[config.mk]
export PLATFORM = sky130hd
export DESIGN_NAME = bert_rx
export DESIGN_NICKNAME = d
export VERILOG_FILES = /design/src/logic/bert_pkg.sv /design/src/logic/bert_rx.sv
export SDC_FILE = /design/constraint.sdc
export NUM_CORES = 2
export LEC_CHECK = 0
export BUFFER_PORTS_ARGS = -buffer_cell sky130_fd_sc_hd__buf_2
export CAP_MARGIN = 20
export CORE_MARGIN = 2
export CORE_UTILIZATION = 45
export DETAILED_ROUTE_END_ITERATION = 7
export GPL_TIMING_DRIVEN = 0
export PLACE_DENSITY = 0.62
export SETUP_SLACK_MARGIN = 0.05
export SYNTH_ARGS = -nofsm -noshare
export SYNTH_HDL_FRONTEND = slang
export SYNTH_SLANG_ARGS = --single-unit
[constraint.sdc]
create_clock -name aclk -period 7.2 [get_ports aclk]
set_input_delay 0.36 -clock aclk [delete_from_list [all_inputs] [get_ports aclk]]
set_output_delay 0.36 -clock aclk [all_outputs]
set_load 0.02 [all_outputs]
[src/logic/bert_pkg.sv]
// Constants, register map and state types of the bit error checker receive block.
// Assumes one bit clock: one received bit per rising edge of aclk.
package bert_pkg;
    // Register byte offsets
    localparam logic [11:0] OFF_CTRL = 12'h000;
    localparam logic [11:0] OFF_TRIG = 12'h004;
    localparam logic [11:0] OFF_THR = 12'h008;
    localparam logic [11:0] OFF_SYNC_NOW = 12'h00c;
    localparam logic [11:0] OFF_STATUS = 12'h010;
    localparam logic [11:0] OFF_ERRS = 12'h014;
    localparam logic [11:0] OFF_DET_LO = 12'h018;
    localparam logic [11:0] OFF_DET_HI = 12'h01c;
    localparam logic [11:0] OFF_DET_END = 12'h020;
    localparam logic [11:0] OFF_PLEN = 12'h024;
    localparam logic [11:0] OFF_FW = 12'h040;
    localparam logic [11:0] OFF_MEM = 12'h100;
    // Counts and sizes; window and trigger lengths in bit times (one clock each)
    localparam int WIN_BITS = 4000;
    localparam int SYNC_BER_DEN = 1000;
    localparam logic [11:0] THR_RST = 12'(WIN_BITS / SYNC_BER_DEN);
    localparam logic [11:0] TRIG_WIN_BITS = 12'h800;
    localparam logic [11:0] TRIG_PULSE_BITS = 12'h028;
    localparam int PRBS_W = 15;
    localparam logic [14:0] PRBS_LAST = 15'h7ffe;
    localparam int MEM_WORDS = 16;
    localparam logic [9:0] PLEN_RST = 10'h200;
    localparam logic [7:0] CTRL_RST = 8'h00;
    localparam logic [39:0] SKP_TAIL = 40'haaaaaaaae1;
    localparam logic [1:0] RESP_OKAY = 2'h0;
    localparam logic [1:0] RESP_SLVERR = 2'h2;

    typedef enum logic [1:0] {S_HUNT = 2'b00, S_MEAS = 2'b01, S_SYNC = 2'b10} sync_st_t;
    typedef enum logic [1:0] {T_DIV = 2'b00, T_PAT = 2'b01, T_FILL = 2'b10, T_SKP = 2'b11} trig_mode_t;
    typedef enum logic [1:0] {RM_BIT = 2'b00, RM_8B10B = 2'b01, RM_NOSKP = 2'b10, RM_RSVD = 2'b11} ratio_t;

    typedef struct packed {
        logic c130;
        logic c8b;
        ratio_t ratio;
        logic clk_rec;
        logic aux_data;
        logic manual;
        logic pat_mem;
    } ctrl_t;

    typedef struct packed {
        // Configuration
        ctrl_t ctrl;
        trig_mode_t tmode;
        logic [2:0] dsel;
        logic [11:0] thr;
        logic [47:0] det;
        logic [8:0] det_end;
        logic [9:0] plen;
        logic [3:0][39:0] fw_val;
        logic [3:0][39:0] fw_care;
        logic [3:0][1:0] fw_len;
        // Receive and sync
        logic rx_m;
        logic rx_s;
        logic [47:0] hist;
        sync_st_t st;
        logic [14:0] lfsr;
        logic [3:0] seedc;
        logic [8:0] ptr;
        logic [14:0] pcnt;
        logic [11:0] wbits;
        logic [11:0] werr;
        logic [11:0] lasterr;
        logic sync_ok;
        logic sync_loss;
        // Trigger and aux
        logic [6:0] dcnt;
        logic [11:0] tcnt;
        logic trig;
        logic aux;
        // Bus slave
        logic awready;
        logic wready;
        logic arready;
        logic aw_h;
        logic w_h;
        logic [11:0] awa;
        logic [31:0] wd;
        logic [3:0] ws;
        logic bvalid;
        logic [1:0] bresp;
        logic rvalid;
        logic [31:0] rdata;
        logic [1:0] rresp;
    } state_t;
endpackage : bert_pkg

[src/logic/bert_rx.sv]
// Receive side of the bit error checker: pattern sync, error ratio, trigger and aux outputs.
// Assumes aclk is the bit clock in use and rx_data is the sliced data from the pin.
//
// Added by the designer: the placing of the registers and the AXI4-Lite register port.
`timescale 1ns/1ps
module bert_rx
    import bert_pkg::*;
(
    input wire logic aclk,
    input wire logic aresetn,
    input wire logic rx_data,
    output logic trig_out,
    output logic aux_out,
    output logic clk_sel_rec,
    output logic sync_ok,
    output logic sync_loss,
    input wire logic [11:0] awaddr,
    input wire logic awvalid,
    output logic awready,
    input wire logic [31:0] wdata,
    input wire logic [3:0] wstrb,
    input wire logic wvalid,
    output logic wready,
    output logic [1:0] bresp,
    output logic bvalid,
    input wire logic bready,
    input wire logic [11:0] araddr,
    input wire logic arvalid,
    output logic arready,
    output logic [31:0] rdata,
    output logic [1:0] rresp,
    output logic rvalid,
    input wire logic rready
);
    state_t s;
    state_t n;
    logic [31:0] mem [MEM_WORDS];
    logic mem_we;
    logic [3:0] mem_wa;
    logic [31:0] mem_wd;
    logic [32:0] wr_old;
    logic [31:0] wv;
    logic [32:0] rd_res;
    logic syn_now;
    logic exp_bit;
    logic err_bit;
    logic [11:0] werr_sum;
    logic pat_ev;
    logic fill_hit;
    logic [7:0] div_len;
    logic trig_ev;

    // Divider length from the select field
    function automatic logic [7:0] div_n(input logic [2:0] sel);
        case (sel)
            3'h0: div_n = 8'h04;
            3'h1: div_n = 8'h08;
            3'h2: div_n = 8'h10;
            3'h3: div_n = 8'h14;
            3'h4: div_n = 8'h20;
            3'h5: div_n = 8'h40;
            default: div_n = 8'h80;
        endcase
    endfunction : div_n

    // Filler and skip trigger modes need matching coding and ratio setup
    function automatic logic mode_ok(input trig_mode_t m, input ctrl_t c);
        case (m)
            T_FILL: mode_ok = c.c8b && (c.ratio == RM_8B10B);
            T_SKP: mode_ok = c.c130 && (c.ratio == RM_NOSKP);
            default: mode_ok = 1'b1;
        endcase
    endfunction : mode_ok

    // Next pattern bit index, wrapping at the programmed length
    function automatic logic [8:0] next_ptr(input logic [8:0] p, input logic [9:0] len);
        next_ptr = ({1'b0, p} >= len - 10'h001) ? 9'h000 : p + 9'h001;
    endfunction : next_ptr

    // Register read mux; bit 32 flags an unmapped address
    function automatic logic [32:0] reg_read(input logic [11:0] a);
        logic [1:0] i;
        reg_read = '0;
        i = a[5:4];
        if (a[11:6] == OFF_FW[11:6]) begin
            case (a[3:2])
                2'h0: reg_read[31:0] = s.fw_val[i][31:0];
                2'h1: reg_read[31:0] = {22'h0, s.fw_len[i], s.fw_val[i][39:32]};
                2'h2: reg_read[31:0] = s.fw_care[i][31:0];
                default: reg_read[31:0] = {24'h0, s.fw_care[i][39:32]};
            endcase
        end else if (a[11:6] == OFF_MEM[11:6]) begin
            reg_read[31:0] = mem[a[5:2]];
        end else begin
            case ({a[11:2], 2'b00})
                OFF_CTRL: reg_read[31:0] = {24'h0, s.ctrl};
                OFF_TRIG: reg_read[31:0] = {27'h0, s.dsel, s.tmode};
                OFF_THR: reg_read[31:0] = {20'h0, s.thr};
                OFF_SYNC_NOW: reg_read[31:0] = 32'h0;
                OFF_STATUS: reg_read[31:0] = {28'h0, s.sync_loss, s.sync_ok, s.st};
                OFF_ERRS: reg_read[31:0] = {20'h0, s.lasterr};
                OFF_DET_LO: reg_read[31:0] = s.det[31:0];
                OFF_DET_HI: reg_read[31:0] = {16'h0, s.det[47:32]};
                OFF_DET_END: reg_read[31:0] = {23'h0, s.det_end};
                OFF_PLEN: reg_read[31:0] = {22'h0, s.plen};
                default: reg_read[32] = 1'b1;
            endcase
        end
    endfunction : reg_read

    // Register read values; byte lanes merged into the current register value
    always_comb begin
        wr_old = reg_read(s.awa);
        rd_res = reg_read(araddr);
        for (int b = 0; b < 4; b++) begin
            wv[8*b +: 8] = s.ws[b] ? s.wd[8*b +: 8] : wr_old[8*b +: 8];
        end
    end

    // Expected bit, error and match detectors
    assign exp_bit = s.ctrl.pat_mem ? mem[s.ptr[8:5]][s.ptr[4:0]] : (s.lfsr[14] ^ s.lfsr[13]);
    assign err_bit = s.rx_s ^ exp_bit;
    assign werr_sum = s.werr + {11'h0, err_bit};
    assign div_len = div_n(s.dsel);
    assign pat_ev = (s.st != S_HUNT) && (s.ctrl.pat_mem ? ({1'b0, s.ptr} == s.plen - 10'h001)
                                                        : (s.pcnt == PRBS_LAST));
    always_comb begin
        fill_hit = 1'b0;
        for (int i = 0; i < 4; i++) begin
            logic [39:0] lm;
            lm = (s.fw_len[i] == 2'h0) ? 40'h00000003ff : (s.fw_len[i] == 2'h1) ? 40'h00000fffff : '1;
            if (s.fw_len[i] != 2'h3 && (((s.hist[39:0] ^ s.fw_val[i]) & s.fw_care[i] & lm) == '0)) begin
                fill_hit = 1'b1;
            end
        end
    end
    always_comb begin
        case (s.tmode)
            T_PAT: trig_ev = pat_ev;
            T_FILL: trig_ev = fill_hit && mode_ok(T_FILL, s.ctrl);
            T_SKP: trig_ev = (s.hist[39:0] == SKP_TAIL) && mode_ok(T_SKP, s.ctrl);
            default: trig_ev = 1'b0;
        endcase
    end

    // Next-state logic
    always_comb begin
        n = s;
        mem_we = 1'b0;
        mem_wa = s.awa[5:2];
        mem_wd = wv;
        syn_now = 1'b0;
        n.rx_m = rx_data;
        n.rx_s = s.rx_m;
        n.hist = {s.hist[46:0], s.rx_s};
        // Write channel: address and data in either order
        if (awvalid && s.awready) begin
            n.aw_h = 1'b1;
            n.awa = awaddr;
        end
        if (wvalid && s.wready) begin
            n.w_h = 1'b1;
            n.wd = wdata;
            n.ws = wstrb;
        end
        if (s.bvalid && bready) begin
            n.bvalid = 1'b0;
        end
        if (s.aw_h && s.w_h && !s.bvalid) begin
            n.aw_h = 1'b0;
            n.w_h = 1'b0;
            n.bvalid = 1'b1;
            n.bresp = wr_old[32] ? RESP_SLVERR : RESP_OKAY;
            if (s.awa[11:6] == OFF_FW[11:6]) begin
                case (s.awa[3:2])
                    2'h0: n.fw_val[s.awa[5:4]][31:0] = wv;
                    2'h1: begin
                        n.fw_val[s.awa[5:4]][39:32] = wv[7:0];
                        n.fw_len[s.awa[5:4]] = wv[9:8];
                    end
                    2'h2: n.fw_care[s.awa[5:4]][31:0] = wv;
                    default: n.fw_care[s.awa[5:4]][39:32] = wv[7:0];
                endcase
            end else if (s.awa[11:6] == OFF_MEM[11:6]) begin
                mem_we = 1'b1;
            end else begin
                case ({s.awa[11:2], 2'b00})
                    OFF_CTRL: n.ctrl = ctrl_t'(wv[7:0]);
                    OFF_TRIG: begin
                        if (mode_ok(trig_mode_t'(wv[1:0]), s.ctrl)) begin
                            n.tmode = trig_mode_t'(wv[1:0]);
                        end
                        n.dsel = wv[4:2];
                        n.tcnt = '0;
                        n.dcnt = '0;
                    end
                    OFF_THR: n.thr = wv[11:0];
                    OFF_SYNC_NOW: syn_now = wv[0];
                    OFF_DET_LO: n.det[31:0] = wv;
                    OFF_DET_HI: n.det[47:32] = wv[15:0];
                    OFF_DET_END: n.det_end = wv[8:0];
                    OFF_PLEN: n.plen = wv[9:0];
                    default: n.bresp = wr_old[32] ? RESP_SLVERR : RESP_OKAY;
                endcase
            end
        end
        // Read channel
        if (s.rvalid && rready) begin
            n.rvalid = 1'b0;
        end
        if (arvalid && s.arready) begin
            n.rvalid = 1'b1;
            n.rdata = rd_res[31:0];
            n.rresp = rd_res[32] ? RESP_SLVERR : RESP_OKAY;
        end
        // Pattern alignment and error ratio window
        unique case (s.st)
            S_HUNT: begin
                n.wbits = '0;
                n.werr = '0;
                if (!s.ctrl.pat_mem) begin
                    n.lfsr = {s.lfsr[13:0], s.rx_s};
                    n.seedc = s.seedc + 4'h1;
                    if (s.seedc == 4'(PRBS_W - 1)) begin
                        n.st = S_MEAS;
                        n.pcnt = '0;
                    end
                end else if (n.hist == s.det) begin
                    n.st = S_MEAS;
                    n.ptr = next_ptr(s.det_end, s.plen);
                end
            end
            S_MEAS, S_SYNC: begin
                n.lfsr = {s.lfsr[13:0], s.lfsr[14] ^ s.lfsr[13]};
                n.ptr = next_ptr(s.ptr, s.plen);
                n.pcnt = (s.pcnt == PRBS_LAST) ? 15'h0000 : s.pcnt + 15'h0001;
                n.wbits = s.wbits + 12'h001;
                n.werr = werr_sum;
                if (s.wbits == 12'(WIN_BITS - 1)) begin
                    n.wbits = '0;
                    n.werr = '0;
                    n.lasterr = werr_sum;
                    if (werr_sum < s.thr) begin
                        n.st = S_SYNC;
                        n.sync_ok = 1'b1;
                        n.sync_loss = 1'b0;
                    end else begin
                        n.sync_ok = 1'b0;
                        n.sync_loss = 1'b1;
                        if (!s.ctrl.manual) begin
                            n.st = S_HUNT;
                            n.seedc = '0;
                        end
                    end
                end
            end
        endcase
        if (syn_now) begin
            n.st = S_HUNT;
            n.seedc = '0;
            n.sync_ok = 1'b0;
        end
        // Trigger generation
        n.dcnt = ({1'b0, s.dcnt} >= div_len - 8'h01) ? 7'h00 : s.dcnt + 7'h01;
        if (trig_ev && s.tcnt <= 12'h001) begin
            n.tcnt = (s.tmode == T_PAT) ? TRIG_PULSE_BITS : TRIG_WIN_BITS;
        end else if (s.tcnt != '0) begin
            n.tcnt = s.tcnt - 12'h001;
        end
        case (s.tmode)
            T_DIV: n.trig = {1'b0, n.dcnt} < {1'b0, div_len[7:1]};
            T_PAT: n.trig = n.tcnt != '0;
            default: n.trig = n.tcnt > {1'b0, TRIG_WIN_BITS[11:1]};
        endcase
        // Aux output: halved clock copy or sliced data
        n.aux = s.ctrl.aux_data ? s.rx_s : ~s.aux;
        n.awready = !n.aw_h && !n.bvalid;
        n.wready = !n.w_h && !n.bvalid;
        n.arready = !n.rvalid;
    end

    // State register
    always_ff @(posedge aclk) begin
        if (!aresetn) begin
            s <= '0;
            s.ctrl <= ctrl_t'(CTRL_RST);
            s.thr <= THR_RST;
            s.plen <= PLEN_RST;
            s.fw_len <= '1;
        end else begin
            s <= n;
        end
    end

    // Pattern memory
    always_ff @(posedge aclk) begin
        if (mem_we) begin
            mem[mem_wa] <= mem_wd;
        end
    end

    assign trig_out = s.trig;
    assign aux_out = s.aux;
    assign clk_sel_rec = s.ctrl.clk_rec;
    assign sync_ok = s.sync_ok;
    assign sync_loss = s.sync_loss;
    assign awready = s.awready;
    assign wready = s.wready;
    assign bvalid = s.bvalid;
    assign bresp = s.bresp;
    assign arready = s.arready;
    assign rvalid = s.rvalid;
    assign rdata = s.rdata;
    assign rresp = s.rresp;
endmodule : bert_rx

* Yosys cells after proc, flatten, opt, wreduce, memory -nomap -nowiden
Memory sizes are Yosys's and may differ from the RTL's. A register that Yosys moved wholly into a read port is not among the register bits.
Cells that the tools add are included.
** Cells by class
- Equality and inequality tests :: 64
- $lt $le $gt $ge :: 11
- Bitwise gates (word level) :: 19
- Add/sub/neg operators :: 10
- Reductions and logical operators :: 65
- Multiplexer cells :: 120
** Operator list (number)
- $bwmux 160 :: 4
- $pmux 160 s2 :: 2
- $pmux 32 s9 :: 2
- $mux 40 :: 13
- $and 40x40->40 :: 8
- $bmux 40 s2 :: 4
- $pmux 32 s3 :: 2
- $demux 40 s2 :: 2
- $logic_not 40->1 :: 4
- $mux 32 :: 5
- $xor 40x40->40 :: 4
- $pmux 69 s2 :: 1
- $mux 12 :: 7
- $eq 10x3->1 const B :: 8
- $eq 48x48->1 :: 1
- $pmux 8 s6 :: 1
- $mux 15 :: 3
- $eq 10x2->1 const B :: 4
- $eq 10x4->1 const B :: 4
- $eq 40x40->1 const B :: 1
- $mux 38 :: 1
- $mux 9 :: 4
- $reduce_and 4->1 :: 9
- $mux 35 :: 1
- other kinds (59) :: 194
** Word-level totals
- Word-level logic and storage cells :: 346
- Output and inout port bits :: 46
- Memory bits (writable) :: 512
- Bits of input ports :: 68
- Register bits after elaboration :: 664
- Memories kept :: 1
** Memories
- mem :: depth 16, width 32, rd ports 3, clocked after memory_dff 2, write ports 1, line bert_rx.sv:37 : logic [31:0] mem [MEM_WORDS];

* Logic depth before layout (Yosys ltp)
- Word-level depth :: 16
- Depth in mapped cells :: 28
- Depth with buffers taken out :: 24

* Worst setup path before layout
No wires, ideal clock.
- Kind :: reg-to-reg
- Start :: register (tool-made name)
- End :: register s[177] (netlist name)
- Library setup time :: 0.122 ns
- Path buffers :: 3
- Arrival time :: 5.210 ns
- Slack :: 1.868 ns
- Data required time :: 7.078 ns
- Stages on the path, launching flop included :: 25
- Period minus slack after synthesis :: 5.332 ns
- Cell sequence :: dfxtp_1 -> buf_2 -> clkbuf_1 -> buf_1 -> mux4_2 -> a221oi_1 -> o31ai_1 -> nor3_1 -> nor4_1 -> a311o_1 -> o32a_1 -> xor2_1 -> ha_1 -> nand4_1 -> nor2_1 -> nand4_1 -> xor2_1 -> inv_1 -> ha_1 -> and3_1 -> o221ai_1 -> and3_1 -> nor3_1 -> and3_1 -> nor3_1
** RTL lines
- to (signal assigned) :: line bert_rx.sv:291 : s <= n;
- to (decl) :: line bert_rx.sv:35 : state_t s;

==> out/results.ini <==
[synthesis]
synthTopCellsByArea=edfxtp_1, mux4_2, dfxtp_1
synth-seq-cells=1180
ys_seq_area_share_pct=45.7
synth.distinct_cells=82
syn-instance-count=5255
synth_common_cells=nand2_1, dfxtp_1, mux4_2, edfxtp_1, nor2_1
synth.top_cell.area_share_pct=24.4
synth.largest_area_cell=edfxtp_1
ys.flop_type=dfxtp_1
syn_avg_cell_area_um2=12.0
async_flop_share_pct=0
synth.most_common_cell=nand2_1
synth_edf_count=512
synth_area_um2=62900
yosys_warnings=0

[status]
status=finished, final reports clean

[critical_path]
ff2ff_path_depth=27
worst_ep_required_time_ps=7940
r2r_slack_ps=300
rr_endpoint=s[176]
path_max_fanout=10
arrival_ps=7650
critPathLaunchType=flip-flop
crit_path_end=s[176]
slowest_stage=o32a_2
worst_setup_path_end_kind=flip-flop
cp_common_cell=a21oi_1
max_stage_delay_ps=570
crit_type=flip-flop to flip-flop

[clocking]
clockBufferDepth=3
cts_root_buf=clkbuf_16
clkTransAtPathRegs_ps=60
cts.sinks=1180
cts_max_level=4
cts_tree=yes
cts_buffers=135
clkLatencyLatePin_ps=840

[sta]
max_freq_ghz=0.145
period_minus_slack_ps=6900
rsz0062_at_grt=no
slew_headroom_pct=12.1
final-setup-viol-count=0
fin_skew_ps=57.8
slew_violations=0
timing.hold.ws_ps=63.9
fin_crit_sh_pct=95.9
hold_violations=0
worst_pin_slew_ps=1320

[final_layout]
stdcell_count=7645
nFillCells=12000
utilization_pct=52.2
final_nets=5767
drive_gt1_share_pct=23.8
syn_to_final_growth_pct=15.6

[place]
place_congestion=1.07
place_inst=7326
port_buffers=102
dp_hpwl_um=212000

[floorplan]
row_count=137
die_x_um=378
coreArea_um2=139000
initial_core_util_pct=45.2
io_pins=114
fp.dieH_um=378
die-area_um2=143000

[power_and_ir_drop]
peakVddDrop_mv=0.249
finalPower_mw=16.1
powerDensity_nw_per_um2=222
p_leak_nw=24.7

[detailed_routing]
dr.pass1.iters=7
ant_nets=0
drt_iter0_markers=9202
wl_per_cell_um=37.1
routed-via-count=52500
via_per_inst=6.87
wl_um=284000
drc=0

[min_path]
hold_path.class=input port to flip-flop
min_from=wvalid
timing.hold.worst_path_depth=4

[grt]
grt_usage_pct=39.3
grt-ovfl-total=0
grt_pass1_wl_um=386000
grt_max_degree=26
antenna_found_initial=12
grt_pass1_vias=48500

[run]
drv_cap=0

-- layout make-up --
cell class / instances / area (µm²) / area share [%]
Multi-Input combinational cell: 3509 / 31900 / 43.8
Sequential cell: 1180 / 28700 / 39.5
Clock buffer: 180 / 3770 / 5.18
Timing Repair Buffer: 252 / 2530 / 3.48
Tap cell: 1876 / 2350 / 3.23
Buffer: 479 / 2220 / 3.06
Clock inverter: 67 / 867 / 1.19
Inverter: 87 / 327 / 0.449
Antenna cell: 15 / 37.5 / 0.0516
-- how the worst min path moves through the flow --
stage,to,slack (ps)
final,wready,60
after global routing,wready,90
after CTS,rvalid,30
after detailed placement,n[195],430
after global placement,n[195],430
after floorplan,n[195],410
-- sequential cells by signal, indices dropped and copies added (netlist names), named ones only --
| signal | flops |
|---|---|
| aux_out | 1 |
| s | 563 |
| rvalid | 1 |
| trig_out | 1 |
| clk_sel_rec | 1 |
| sync_loss | 1 |
| bresp | 1 |
| mem_wa | 4 |
| rresp | 1 |
| n | 49 |
| wready | 1 |
| arready | 1 |
| awready | 1 |
| mem | 512 |
| sync_ok | 1 |
| rdata | 32 |
| bvalid | 1 |
-- layer usage --
layer	GRT usage, %	wire length, µm	vias up	part of all wire, %
met3	13.9	42500	878	15
li1	-	-	20800	-
met5	0.720	220	-	0.077
met1	52.4	104000	26200	37
met2	55.3	118000	4549	41
met4	22.2	19300	14	6.8
-- cells by family (layout without fill, tap and decap cells) --
logic type	count (synthesis)	in the layout	share of synthesized area, %
fa+ha+maj	55	55	1.09
xor+xnor	271	271	3.77
mux	733	733	24.2
flops	1180	1180	45.7
buf+inv	567	1065	3.96
simple gates	1423	1423	9.84
compound gates	1025	1025	11.4
other cells	1	17	0.00596
-- placed cells by master, fill, tap and decap left out, types with 29 or more instances in the layout --
cell	instances
a211oi_2	57
xnor2_1	43
a22o_1	29
mux2i_1	74
clkbuf_1	294
dfxtp_1	668
dlygate4sd3_1	50
edfxtp_1	512
nor2_1	382
a22oi_1	111
buf_2	179
a21oi_1	377
buf_1	48
inv_1	83
buf_6	44
buf_8	45
clkbuf_16	137
mux4_2	629
xor2_1	227
nand4_1	40
o21ai_0	70
a221oi_1	44
nor3_1	48
mux2_2	29
nand3_1	51
buf_4	54
ha_1	55
nand2_1	679
a222oi_1	32
and2_1	59
a211oi_1	158
-- per-stage QoR --
stage	setup slack [ps]	TNS, ps	instance area [µm²]
after floorplan	1870	0	62900
after CTS	51.3	0	72500
after global routing	45.5	0	72700
final	298	0	72700
after detailed placement	-1520	-10190	67300
after global placement	-1500	-187300	65800
-- repair_timing --
item / 4_1_cts / 5_1_grt
endpoints found under the hold margin: 54 / 0
hold buffers: 50 / 0
gates cloned: 0 / 0
buffers inserted: 0 / 0
endpoints found under the setup margin: 10 / 8
resized for setup: 21 / 37
-- worst max-delay path, delay by kind of cell, from the launching register on --
| family | cells | cell delay (ps) |
|---|---|---|
| AOI/OAI and AO/OA | 8 | 2110 |
| buffers and inverters | 6 | 1500 |
| and+or+nand+nor | 8 | 1350 |
| xor gates and xnor gates | 2 | 500 |
| DFF | 1 | 480 |
| muxes | 1 | 440 |
| adders and majority gates | 2 | 430 |
-- power breakdown --
group | leakage, nW | total, mW | switching (mW) | internal (mW)
logic | 12.3 | 1.71 | 1.15 | 0.554
registers | 10.1 | 7.15 | 0.0766 | 7.07
clock network | 2.24 | 7.26 | 3.12 | 4.14
total | 24.7 | 16.1 | 4.35 | 11.8
(Power assumes the default switching activity.)
